--- config.mk ---
export PLATFORM = sky130hd
export DESIGN_NAME = bmp_port
export DESIGN_NICKNAME = d
export VERILOG_FILES = /design/src/core/bmp_pkg.sv /design/src/core/bmp_vec_rx.sv /design/src/core/bmp_port.sv
export VERILOG_INCLUDE_DIRS = /design/src /design/src/core
export SDC_FILE = /design/constraint.sdc
export NUM_CORES = 1
export LEC_CHECK = 0
export BUFFER_PORTS_ARGS = -buffer_cell sky130_fd_sc_hd__buf_2
export CORE_MARGIN = 8
export CORE_UTILIZATION = 40
export DETAILED_ROUTE_END_ITERATION = 10
export PLACE_DENSITY = 0.57
export SYNTH_ARGS = -nofsm -noshare
export SYNTH_HDL_FRONTEND = slang
export SYNTH_SLANG_ARGS = --single-unit
--- constraint.sdc ---
create_clock -name clk_sys_in -period 7.7 [get_ports clk_sys_in]
set_input_delay 0.77 -clock clk_sys_in [delete_from_list [all_inputs] [get_ports clk_sys_in]]
set_output_delay 0.77 -clock clk_sys_in [all_outputs]
set_load 0.03 [all_outputs]
--- src/core/bmp_regs.svh ---
// Constants for the buffer memory port: widths and timing counts.
// Included by the package users; holds definitions only.
`ifndef BMP_REGS_SVH
`define BMP_REGS_SVH
`define BMP_ADDR_LOW_W 16
`define BMP_DATA_W 8
`define BMP_CLK_PERIOD_NS 4
`define BMP_ACCESS_NS 12
`define BMP_ACCESS_CYC (((`BMP_ACCESS_NS) + (`BMP_CLK_PERIOD_NS) - 1) / (`BMP_CLK_PERIOD_NS))
`define BMP_PKT_BITS 32
`define BMP_APPLY_CYC 2
`endif

--- src/core/bmp_pkg.sv ---
// Types shared by the buffer memory port and its vector receiver.
// Assumes the constant header is on the include path.
`include "bmp_regs.svh"
package bmp_pkg;
   // Access request from the buffer manager
   typedef struct packed {
      logic wr;
      logic [17:0] addr;
      logic [7:0] data;
   } bmp_req_t;
   // Access answer to the buffer manager
   typedef struct packed {
      logic [7:0] data;
      logic par_err;
   } bmp_rsp_t;
   // Received correction vector: 24-bit offset and 8-bit pattern
   typedef struct packed {
      logic [23:0] offset;
      logic [7:0] pattern;
   } bmp_vec_t;
   typedef enum logic [4:0] {
      ST_IDLE = 5'h01,
      ST_ROW = 5'h02,
      ST_COL = 5'h04,
      ST_DATA = 5'h08,
      ST_DONE = 5'h10
   } bmp_state_t;
endpackage

--- src/core/bmp_vec_rx.sv ---
// Serial receiver for correction vector packets on the single vector line.
// Assumes the line is already synchronised to the system clock.
`timescale 1ns/1ns
`include "bmp_regs.svh"
module bmp_vec_rx
   import bmp_pkg::*;
#(
   parameter int PKT_BITS = `BMP_PKT_BITS
) (
   input wire logic clk_sys_in,
   input wire logic rst_n_in,
   input wire logic enable_in,
   input wire logic vec_in,
   output logic frame_err_out,
   output logic valid_out,
   output bmp_vec_t vec_out
);
   logic [5:0] count;
   logic busy;
   logic [PKT_BITS-1:0] shreg;

   // ----------------------------------------
   // Framing: start bit 1, PKT_BITS data, stop bit 1
   // ----------------------------------------
   // The start bit is taken only while enabled; once busy, the remaining bits are taken regardless of enable
   always_ff @(posedge clk_sys_in or negedge rst_n_in) begin
      if (!rst_n_in) begin
         count <= 6'h00;
         busy <= 1'b0;
         shreg <= '0;
         valid_out <= 1'b0;
         frame_err_out <= 1'b0;
         vec_out <= '0;
      end else begin
         valid_out <= 1'b0;
         frame_err_out <= 1'b0;
         if (!busy) begin
            if (enable_in && vec_in) begin
               busy <= 1'b1;
               count <= 6'h00;
            end
         end else if (count == 6'(PKT_BITS)) begin
            busy <= 1'b0;
            if (vec_in) begin
               valid_out <= 1'b1;
               vec_out <= shreg;
            end else begin
               frame_err_out <= 1'b1; // Missing stop bit
            end
         end else begin
            shreg <= {shreg[PKT_BITS-2:0], vec_in};
            count <= count + 6'h01;
         end
      end
   end
endmodule

--- src/core/bmp_port.sv ---
// Buffer memory port: drives SRAM or DRAM buffer and takes correction vectors.
// Assumes a buffer manager on the same clock issuing one request at a time.
//
// Contract
// - Shared pin is address bit 17 in SRAM, active-low column strobe in DRAM.
// - Shared pin is address bit 16 in SRAM, active-low row strobe in DRAM.
// - SRAM mode: output enable low during every access, read or write.
// - DRAM mode: output enable low only on reads, high on writes.
// - Write enable low during the data phase of a write, both modes; high in the DRAM row and column phases.
// - Data path is an 8-bit bidirectional bus.
// - Ninth line carries odd parity; generated on write, checked only on buffer manager reads.
// - Sixteen dedicated address outputs used in both modes.
// - All access and vector sequencing runs from the single system clock.
// - Ready output high whenever a new vector packet can be taken.
// - Error output on packet protocol error or failed correction.
`timescale 1ns/1ns
`include "bmp_regs.svh"
module bmp_port
   import bmp_pkg::*;
#(
   parameter int ACCESS_CYC = `BMP_ACCESS_CYC,
   parameter int BUF_TOP = 24'h03FFFF
) (
   input wire logic clk_sys_in,
   input wire logic arst_n_in,
   input wire logic dram_mode_in,
   input wire logic req_valid_in,
   input wire bmp_req_t req_in,
   output logic req_ready_out,
   output logic rsp_valid_out,
   output bmp_rsp_t rsp_out,
   input wire logic vec_ack_in,
   output logic vec_valid_out,
   output bmp_vec_t vec_out,
   output logic [15:0] buffer_addr_low_out,
   output logic addr_hi17_or_col_strobe_out,
   output logic addr_hi16_or_row_strobe_out,
   output logic mem_output_enable_n_out,
   output logic mem_write_enable_n_out,
   input wire logic [7:0] buffer_data_bus_in,
   output logic [7:0] buffer_data_bus_out,
   output logic buffer_data_bus_oe_n_out,
   input wire logic buffer_data_parity_in,
   output logic buffer_data_parity_out,
   output logic buffer_data_parity_oe_n_out,
   input wire logic vector_in,
   output logic corr_accept_ready_out,
   output logic corr_fail_out
);
   // Odd parity: the ninth bit makes the count of ones odd
   function automatic logic odd_par(input logic [7:0] d);
      odd_par = ~(^d);
   endfunction

   // ----------------------------------------
   // Reset and pin synchronisers
   // ----------------------------------------
   logic [1:0] rst_sync;
   logic rst_n;
   logic vec_s1, vec_s2;
   logic [8:0] rd_s1, rd_s2;
   // Reset released through two stages; vector and read data pass two flops
   always_ff @(posedge clk_sys_in or negedge arst_n_in) begin
      if (!arst_n_in) begin
         rst_sync <= 2'b00;
      end else begin
         rst_sync <= {rst_sync[0], 1'b1};
      end
   end
   assign rst_n = rst_sync[1];
   always_ff @(posedge clk_sys_in or negedge rst_n) begin
      if (!rst_n) begin
         vec_s1 <= 1'b0;
         vec_s2 <= 1'b0;
         rd_s1 <= 9'h000;
         rd_s2 <= 9'h000;
      end else begin
         vec_s1 <= vector_in;
         vec_s2 <= vec_s1;
         rd_s1 <= {buffer_data_parity_in, buffer_data_bus_in};
         rd_s2 <= rd_s1;
      end
   end

   // ----------------------------------------
   // Access sequencer
   // ----------------------------------------
   bmp_state_t state;
   logic [3:0] wait_cnt;
   bmp_req_t cur;
   logic mode;
   logic vec_pend;
   logic vec_owner;
   logic [23:0] vec_off;
   logic [7:0] vec_pat;

   // A held vector gets the memory ahead of a new buffer request
   assign req_ready_out = (state == ST_IDLE) && !vec_pend;

   always_ff @(posedge clk_sys_in or negedge rst_n) begin
      if (!rst_n) begin
         state <= ST_IDLE;
         wait_cnt <= 4'h0;
         cur <= '0;
         mode <= 1'b0;
         vec_owner <= 1'b0;
      end else begin
         case (state)
            ST_IDLE: begin
               if (vec_pend) begin
                  cur <= '{wr: 1'b0, addr: vec_off[17:0], data: 8'h00};
                  vec_owner <= 1'b1;
                  mode <= dram_mode_in;
                  state <= dram_mode_in ? ST_ROW : ST_DATA;
                  wait_cnt <= 4'h0;
               end else if (req_valid_in) begin
                  cur <= req_in;
                  vec_owner <= 1'b0;
                  mode <= dram_mode_in; // Mode is frozen per access
                  state <= dram_mode_in ? ST_ROW : ST_DATA;
                  wait_cnt <= 4'h0;
               end
            end
            ST_ROW: begin
               state <= ST_COL;
            end
            ST_COL: begin
               state <= ST_DATA;
            end
            ST_DATA: begin
               // Two extra cycles cover the read-data synchroniser
               if (wait_cnt == 4'(ACCESS_CYC + 1)) begin
                  state <= ST_DONE;
               end else begin
                  wait_cnt <= wait_cnt + 4'h1;
               end
            end
            ST_DONE: begin
               if (vec_owner && !cur.wr) begin
                  cur.wr <= 1'b1; // Write back the corrected byte
                  cur.data <= rd_s2[7:0] ^ vec_pat;
                  state <= mode ? ST_ROW : ST_DATA;
                  wait_cnt <= 4'h0;
               end else begin
                  state <= ST_IDLE;
                  vec_owner <= 1'b0; // Correction finished, so ready may rise after the ack
               end
            end
            default: state <= ST_IDLE;
         endcase
      end
   end

   logic active;
   assign active = (state != ST_IDLE) && (state != ST_DONE);

   // ----------------------------------------
   // Memory pins, registered
   // ----------------------------------------
   // Strobes low from their phase to the end of data; address muxed row then column
   always_ff @(posedge clk_sys_in or negedge rst_n) begin
      if (!rst_n) begin
         buffer_addr_low_out <= 16'h0000;
         addr_hi17_or_col_strobe_out <= 1'b1;
         addr_hi16_or_row_strobe_out <= 1'b1;
         mem_output_enable_n_out <= 1'b1;
         mem_write_enable_n_out <= 1'b1;
         buffer_data_bus_out <= 8'h00;
         buffer_data_bus_oe_n_out <= 1'b1;
         buffer_data_parity_out <= 1'b0;
         buffer_data_parity_oe_n_out <= 1'b1;
      end else begin
         if (mode) begin
            // Row half then column half on the 16 dedicated lines
            buffer_addr_low_out <= (state == ST_ROW) ? {7'h00, cur.addr[17:9]} : {7'h00, cur.addr[8:0]};
            addr_hi16_or_row_strobe_out <= !(active);
            addr_hi17_or_col_strobe_out <= !(state == ST_COL || state == ST_DATA);
            mem_output_enable_n_out <= !(active && !cur.wr);
         end else begin
            buffer_addr_low_out <= cur.addr[15:0];
            addr_hi16_or_row_strobe_out <= cur.addr[16];
            addr_hi17_or_col_strobe_out <= cur.addr[17];
            mem_output_enable_n_out <= !active; // Low on reads and writes
         end
         mem_write_enable_n_out <= !(state == ST_DATA && cur.wr);
         buffer_data_bus_out <= cur.data;
         buffer_data_parity_out <= odd_par(cur.data);
         buffer_data_bus_oe_n_out <= !(active && cur.wr);
         buffer_data_parity_oe_n_out <= !(active && cur.wr);
      end
   end

   // ----------------------------------------
   // Answer to the buffer manager
   // ----------------------------------------
   always_ff @(posedge clk_sys_in or negedge rst_n) begin
      if (!rst_n) begin
         rsp_valid_out <= 1'b0;
         rsp_out <= '0;
      end else begin
         rsp_valid_out <= (state == ST_DONE) && !vec_owner;
         if (state == ST_DONE && !vec_owner) begin
            rsp_out.data <= cur.wr ? cur.data : rd_s2[7:0];
            rsp_out.par_err <= !cur.wr && (rd_s2[8] != odd_par(rd_s2[7:0]));
         end
      end
   end

   // ----------------------------------------
   // Correction vector handling
   // ----------------------------------------
   logic rx_valid, rx_err;
   bmp_vec_t rx_vec;
   logic hold;

   bmp_vec_rx #(.PKT_BITS(`BMP_PKT_BITS)) u_rx (
      .clk_sys_in(clk_sys_in),
      .rst_n_in(rst_n),
      .enable_in(corr_accept_ready_out),
      .vec_in(vec_s2),
      .frame_err_out(rx_err),
      .valid_out(rx_valid),
      .vec_out(rx_vec)
   );

   // Ready only with no packet pending and no correction in flight
   assign corr_accept_ready_out = !vec_pend && !hold && !vec_owner;

   // Packet held until applied to memory and consumer acks the report
   always_ff @(posedge clk_sys_in or negedge rst_n) begin
      if (!rst_n) begin
         vec_pend <= 1'b0;
         hold <= 1'b0;
         vec_off <= 24'h000000;
         vec_pat <= 8'h00;
         vec_valid_out <= 1'b0;
         vec_out <= '0;
         corr_fail_out <= 1'b0;
      end else begin
         corr_fail_out <= 1'b0;
         // Clear before set, so a packet landing in the same cycle is never lost
         if (state == ST_IDLE && vec_pend) begin
            vec_pend <= 1'b0;
         end
         if (rx_err) begin
            corr_fail_out <= 1'b1; // Protocol error
         end
         if (rx_valid) begin
            if (rx_vec.offset > 24'(BUF_TOP)) begin
               corr_fail_out <= 1'b1; // Correction out of buffer range fails
            end else begin
               vec_pend <= 1'b1;
               vec_off <= rx_vec.offset;
               vec_pat <= rx_vec.pattern;
            end
         end
         if (state == ST_DONE && vec_owner && cur.wr) begin
            hold <= 1'b1;
            vec_valid_out <= 1'b1;
            vec_out <= '{offset: vec_off, pattern: vec_pat};
         end else if (vec_valid_out && vec_ack_in) begin
            vec_valid_out <= 1'b0;
            hold <= 1'b0;
         end
      end
   end

   // ----------------------------------------
   // Assertions
   // ----------------------------------------
   sram_oe_every_a: assert property (@(posedge clk_sys_in) disable iff (!rst_n)
      (!mode && state == ST_DATA) |=> !mem_output_enable_n_out)
      else $error("output enable not low in SRAM access");
   dram_oe_write_a: assert property (@(posedge clk_sys_in) disable iff (!rst_n)
      (mode && cur.wr && $past(mode)) |=> mem_output_enable_n_out)
      else $error("output enable low in DRAM write");
   we_on_write_a: assert property (@(posedge clk_sys_in) disable iff (!rst_n)
      (state == ST_DATA && cur.wr) |=> !mem_write_enable_n_out)
      else $error("write enable not low during write");
   we_idle_a: assert property (@(posedge clk_sys_in) disable iff (!rst_n)
      (state == ST_IDLE) |=> mem_write_enable_n_out)
      else $error("write enable low while idle");
   wr_parity_a: assert property (@(posedge clk_sys_in) disable iff (!rst_n)
      !buffer_data_bus_oe_n_out |-> (^{buffer_data_parity_out, buffer_data_bus_out}) == 1'b1)
      else $error("write parity not odd");
   sram_hi_addr_a: assert property (@(posedge clk_sys_in) disable iff (!rst_n)
      (!mode && active) |=> addr_hi17_or_col_strobe_out == $past(cur.addr[17]))
      else $error("address bit 17 wrong in SRAM");
   dram_ras_a: assert property (@(posedge clk_sys_in) disable iff (!rst_n)
      (mode && state == ST_ROW) |=> !addr_hi16_or_row_strobe_out ##1 !addr_hi16_or_row_strobe_out)
      else $error("row strobe not held");
   ready_busy_a: assert property (@(posedge clk_sys_in) disable iff (!rst_n)
      rx_valid |=> (!corr_accept_ready_out || corr_fail_out))
      else $error("ready while packet held");
   cov_sram_wr_c: cover property (@(posedge clk_sys_in) disable iff (!rst_n) !mode && state == ST_DATA && cur.wr);
   cov_dram_rd_c: cover property (@(posedge clk_sys_in) disable iff (!rst_n) mode && state == ST_COL && !cur.wr);
   cov_vec_c: cover property (@(posedge clk_sys_in) disable iff (!rst_n) vec_valid_out);
   cov_err_c: cover property (@(posedge clk_sys_in) disable iff (!rst_n) corr_fail_out);
endmodule

==> metrics.txt, run 1 <==
crit path max-delay cell type nor3_1; simple logic cell fraction of the synthesized area 5.97%; Max clock buf depth 3; cell family with most CP delay simple AND/OR/NAND/NOR gates; Clock Latency Late Sink 0.51 ns; clock-pin slew on the worst setup and hold paths 0.06 ns; Leak 5.53 nW; register bit count reported by yosys 240; critical-path cell list nor3_1 > buf_2; Worst VDD drop 0.000159 V; post-synthesis cell type count 48; overall power 0.00415 W; Arrival @ worst endpoint 2.03 ns; dominant cells by area after synthesis dfrtp_1, mux2_2, mux2i_1, o21ai_0, xnor2_1; Multi-input gate area 3180 sq um; Tmin final 2.80 ns; area leader, netlist dfrtp_1; average cell area after synthesis 14.0 sq um; share of layout cells above drive strength 1 39.8%; HP Class in -> async; Area growth syn-to-layout 19.8%; Total GRT Usage 13.7%; post-synthesis compound-gate area fraction 5.01%; Max Cap Viol 0; row count 56; final slew viol count 0; Post-synth EDFFs 0; I/O Buffers 118; Max transition margin 28.3%; post-synthesis adder-cell area fraction 0.533%; diode count 0; warnings from Yosys 0; I/O pins 119; Critical path buffers and inverters 1; core area 23,300 sq um; Critical Path Max Stage Delay 0.65 ns; HPWL Detailed 13,500 microns; Reg area 6020 sq um; Setup Total Neg Slack 0 ns; Finished Cell Area 11,200 sq um; filler cell count 2,086; CP Capture Type primary output; number of global-route vias before repair 5,859; Worst Tran Pin Value 1.07 ns; Top FF cell, synth dfrtp_1; CTS H-Tree Depth 1; post-synthesis instance total 669; hold_buf cts 0; DR vias 5,513; critical path class reg -> out; fin nets 835; root buffer cell clkbuf_16; Post-DRT Antenna Nets 0; initial antenna violation count 0; Final Cycle Share 36.3%; gpl congestion 0.854; Synth async-reset ratio 100%; Starting Density 40.3%; Crit Path Max Fanout 14; Vias/cell 4.90; xor/xnor share of the synthesized area 2.57%; wire length per cell 17.2 microns; final setup violating endpoints 0; status finished, final reports clean; Post-CTS Resized 0; Post-Route Skew 0.0120 ns; register area share after synthesis 64.1%; proportion of synthesized area in mux cells 19.8%; DR pass1 iterations 6; 1st-iter DRT viols 304; clock sinks 240; die height 169 microns; first-pass GRT wire length 31,800 microns; final core area utilization 48.3%; residual DRC count 0; final WL 19,400 microns; DIE AREA 28,600 sq um; Post-Syn Area 9380 sq um; CP required 6.93 ns; Synth Net Count 715; post-synth top area share 62.4%; die width 169 microns; GRT overflow 0; placed inst area 10,300 sq um; pin count of the biggest net entering global routing 189; crit start category flip-flop; CTS tree done; largest family of logic cells by synthesized area multiplexers; CTS Buf Count 25; Post CTS Setup Buffer Count 0; Final Hold Vio Count 0; RSZ-0062 raised after global routing false; Max Fclk 358 MHz; PD cells 370 nW/um^2
==> metrics by stage <==
step / std cells / hold slack, ns / worst slack, ns
floorplan: 669 / 0.331 / 0.527
global placement: 1081 / 0.331 / 5.18
finish: 1126 / 0.0410 / 4.90
detailed placement: 1081 / 0.336 / 5.09
CTS: 1126 / 0.0116 / 4.89
global route: 1126 / 0.0182 / 4.76
==> layout make-up <==
class	instances	area share (%)
timing repair buffer	125	5.83
tap	319	3.55
clock buffer	31	6.12
sequential	240	53.5
inverter	10	0.334
multi-input combinational	387	28.3
clock inverter	14	2.28
==> cell families (layout without fill, tap and decap cells) <==
| group | count (synthesis) | after routing |
|---|---|---|
| AND/OR/NAND/NOR | 110 | 110 |
| adder cells (fa/ha/maj) | 4 | 4 |
| other | 1 | 1 |
| buffers and inverters | 42 | 180 |
| flip-flops | 240 | 240 |
| XOR/XNOR | 26 | 26 |
| multiplexers | 168 | 168 |
| AO/OA/AOI/OAI | 78 | 78 |
==> routing by layer <==
layer	vias to the layer above	track usage (%)	wire length, microns
li1	2569	-	-
met1	2795	17.8	8370
met2	116	23.0	9590
met3	33	2.70	957
met4	0	4.12	431
met5	-	0	0
==> registers in the layout (all words and copies together) (netlist names), 16 cells and up <==
| name | cells |
|---|---|
| vec_out | 32 |
| vec_off | 24 |
| cur | 27 |
| u_rx.shreg | 32 |
| buffer_addr_low_out | 16 |
| u_rx.vec_out | 32 |
==> synthesized netlist by cell type (7+ instances only) <==
| cell type | instances |
|---|---|
| nand2_1 | 30 |
| inv_1 | 10 |
| mux2i_1 | 27 |
| nor2b_1 | 17 |
| nor2_1 | 24 |
| clkbuf_1 | 21 |
| xnor2_1 | 23 |
| mux2_2 | 141 |
| dfrtp_1 | 234 |
| o21ai_0 | 41 |
| a21oi_1 | 13 |
| nand3_1 | 8 |
| and2_1 | 7 |
==> report_power, final <==
part	leakage [nW]	switching [W]	total, W	internal [W]
logic	1.97	0.000537	0.000988	0.000451
clock network	0.454	0.000480	0.00135	0.000869
registers	3.11	0.000233	0.00182	0.00158
==> placed cells by master, fill, tap and decap left out, types with 2 or more instances in the layout <==
cell / netlist / routed
mux2_2: 141 / 141
a21o_1: 2 / 2
a31oi_1: 6 / 6
o21ai_0: 41 / 41
nor2_1: 24 / 24
mux2i_1: 27 / 27
clkbuf_8: 0 / 4
nor3_1: 5 / 5
dfrtp_1: 234 / 233
nand4_1: 2 / 2
and3_1: 5 / 5
a21oi_1: 13 / 13
clkbuf_16: 0 / 25
inv_1: 10 / 10
xnor2_1: 23 / 23
nand2_1: 30 / 30
dfstp_2: 6 / 6
ha_1: 4 / 4
o22ai_1: 2 / 2
clkinvlp_4: 0 / 3
a211o_1: 3 / 3
xor2_1: 2 / 2
and2_1: 7 / 7
clkinv_2: 0 / 3
buf_2: 6 / 118
nor2b_1: 17 / 17
buf_4: 1 / 6
bufinv_16: 0 / 7
a32oi_1: 2 / 2
nand3_1: 8 / 8
nand2b_1: 3 / 3
nand3b_1: 2 / 2
clkbuf_1: 21 / 2
==> path summary, 6_finish.rpt <==
check                                  from                      to  slack (ns)  depth (start not counted)
worst max-delay path               vec_pend   corr_accept_ready_out        4.90                          2
worst max register to register     state[2]                  cur[4]        5.09                          4
worst min-delay path              arst_n_in             rst_sync[1]        0.04                          1
worst min register to register  rst_sync[0]             rst_sync[1]        0.35                          0
max in group asynchronous       rst_sync[1]  buffer_data_bus_out[7]        5.88                          1
min in group clk_sys_in         rst_sync[0]             rst_sync[1]        0.35                          0
(Power assumes the default switching activity.)
==> inputs of run 2 (changes only) <==
--- a/config.mk
+++ b/config.mk
@@ -10,7 +10,7 @@
 export CORE_MARGIN = 8
 export CORE_UTILIZATION = 40
 export DETAILED_ROUTE_END_ITERATION = 10
-export PLACE_DENSITY = 0.57
+export PLACE_DENSITY = 0.55
 export SYNTH_ARGS = -nofsm -noshare
 export SYNTH_HDL_FRONTEND = slang
 export SYNTH_SLANG_ARGS = --single-unit
==> constraint.sdc (replaced) <==
create_clock -name clk_sys_in -period 2.8 [get_ports clk_sys_in]
set_input_delay 0.28 -clock clk_sys_in [delete_from_list [all_inputs] [get_ports clk_sys_in]]
set_output_delay 0.28 -clock clk_sys_in [all_outputs]
set_load 0.03 [all_outputs]
==> metrics.txt, run 2 (synthesis results as in run 1) <==
Starting Density 40.3%; die height 169 microns; critical path class reg -> out; final slew viol count 0; share of layout cells above drive strength 1 39.3%; Post-Route Skew 0.00755 ns; Area growth syn-to-layout 21.9%; Arrival @ worst endpoint 2.01 ns; Critical Path Max Stage Delay 0.42 ns; Max Cap Viol 0; pin count of the biggest net entering global routing 70; final core area utilization 49.1%; I/O Buffers 118; placed inst area 10,400 sq um; Post CTS Setup Buffer Count 0; HPWL Detailed 14,000 microns; cell family with most CP delay simple AND/OR/NAND/NOR gates; RSZ-0062 raised after global routing false; PD cells 991 nW/um^2; clock-pin slew on the worst setup and hold paths 0.06 ns; Setup Total Neg Slack 0 ns; die width 169 microns; DR vias 5,573; Final Cycle Share 81.7%; Tmin final 2.29 ns; Min Hold Slack 0.0394 ns; wire length per cell 17.1 microns; Worst VDD drop 0.000318 V; Crit Path Max Fanout 7; Critical path buffers and inverters 1; root buffer cell clkbuf_16; CTS Buf Count 26; commonest non-fill, non-tap cells in the layout dfrtp_1, mux2_2, buf_2; core area 23,300 sq um; Worst path most repeated cell nor2_1; Max Fclk 437 MHz; Post-DRT Antenna Nets 0; Clock Latency Late Sink 0.51 ns; 1st-iter DRT viols 267; CTS H-Tree Depth 1; clock sinks 240; DIE AREA 28,600 sq um; crit start category flip-flop; R2R setup slack 0.54 ns; Max transition margin 46.8%; I/O pins 119; GRT overflow 0; initial antenna violation count 0; Largest regs u_rx.shreg: 32 flops, u_rx.vec_out: 32 flops, vec_out: 32 flops; Vias/cell 4.86; final WL 19,600 microns; crit path max-delay cell type dfrtp_1; Worst Tran Pin Value 0.791 ns; final setup violating endpoints 0; first-pass GRT wire length 32,100 microns; Total GRT Usage 13.8%; CTS tree done; row count 56; diode count 0; fin nets 854; Finished Cell Area 11,400 sq um; status finished, final reports clean; number of global-route vias before repair 5,958; Final Hold Vio Count 0; Leak 5.62 nW; critical-path cell list nor2_1 > nand3_1 > nor2_1 > buf_2; CP required 2.52 ns; DR pass1 iterations 4; gpl congestion 0.803; HP Class in -> reg; Max clock buf depth 3; CP Capture Type primary output; residual DRC count 0; commonest non-fill, non-tap cell in the layout dfrtp_1
## run 2: cell types whose count changed in the layout (fill, tap and decap cells not counted), moves of 3 or more
cell | before | now
buf_12 | 1 | 5
buf_4 | 6 | 9
bufinv_16 | 7 | 4
clkbuf_1 | 2 | 8
dlygate4sd3_1 | 0 | 11
## run 2: power breakdown
group / switching [W] / internal (W)
Sequential: 0.000644 / 0.00436
Combinational: 0.00148 / 0.00127
Clock: 0.00129 / 0.00229
Total: 0.00341 / 0.00792
## run 2: through the flow
step	setup slack (ns)	instances	total power [W]
after floorplan	0.384	669	0.00706
after global placement	0.631	1088	0.00772
after detailed placement	0.581	1088	0.00786
after CTS	0.460	1147	0.0115
after global routing	0.327	1147	0.0120
final	0.512	1147	0.0113
## run 2: layer usage
metal / share of wire (%) / routed length (microns) / vias up / global-route usage (%)
li1: - / - / 2606 / -
met2: 50 / 9810 / 104 / 23.5
met3: 4.5 / 880 / 27 / 2.54
met5: 0 / 0 / - / 0
met4: 1.8 / 353 / 0 / 3.77
met1: 44 / 8530 / 2836 / 17.9
## run 2: worst register-to-register path, stage by stage, from the launching register on
cell and delay (ns):
dfrtp_1 0.45, or3_4 0.47, nor2_1 0.34, and3_1 0.27, buf_12 0.23, mux2_2 0.38
## run 2: timing repair
action	in CTS	in global routing
endpoints found under the setup margin	0	0
resized for setup	0	0
hold endpoints to repair	12	0
hold buffers	11	0
## run 2: layout make-up
class,instances,area (sq um)
Clock buffer,41,788
Clock inverter,7,138
Fill cell,2067,11800
Inverter,10,37.5
Multi-Input combinational cell,387,3180
Sequential cell,240,6020
Tap cell,319,399
Timing Repair Buffer,143,868
## run 2: final timing paths
path / start / cells after the start / end
setup / recovery: state[4] / 4 / req_ready_out
hold / removal: vec_ack_in / 3 / hold
setup reg to reg: state[2] / 5 / vec_out[12]
hold reg to reg: rst_sync[1] / 0 / u_rx.vec_out[12]
max in group asynchronous: rst_sync[1] / 1 / vec_out[26]
min in group asynchronous: arst_n_in / 2 / rst_sync[1]
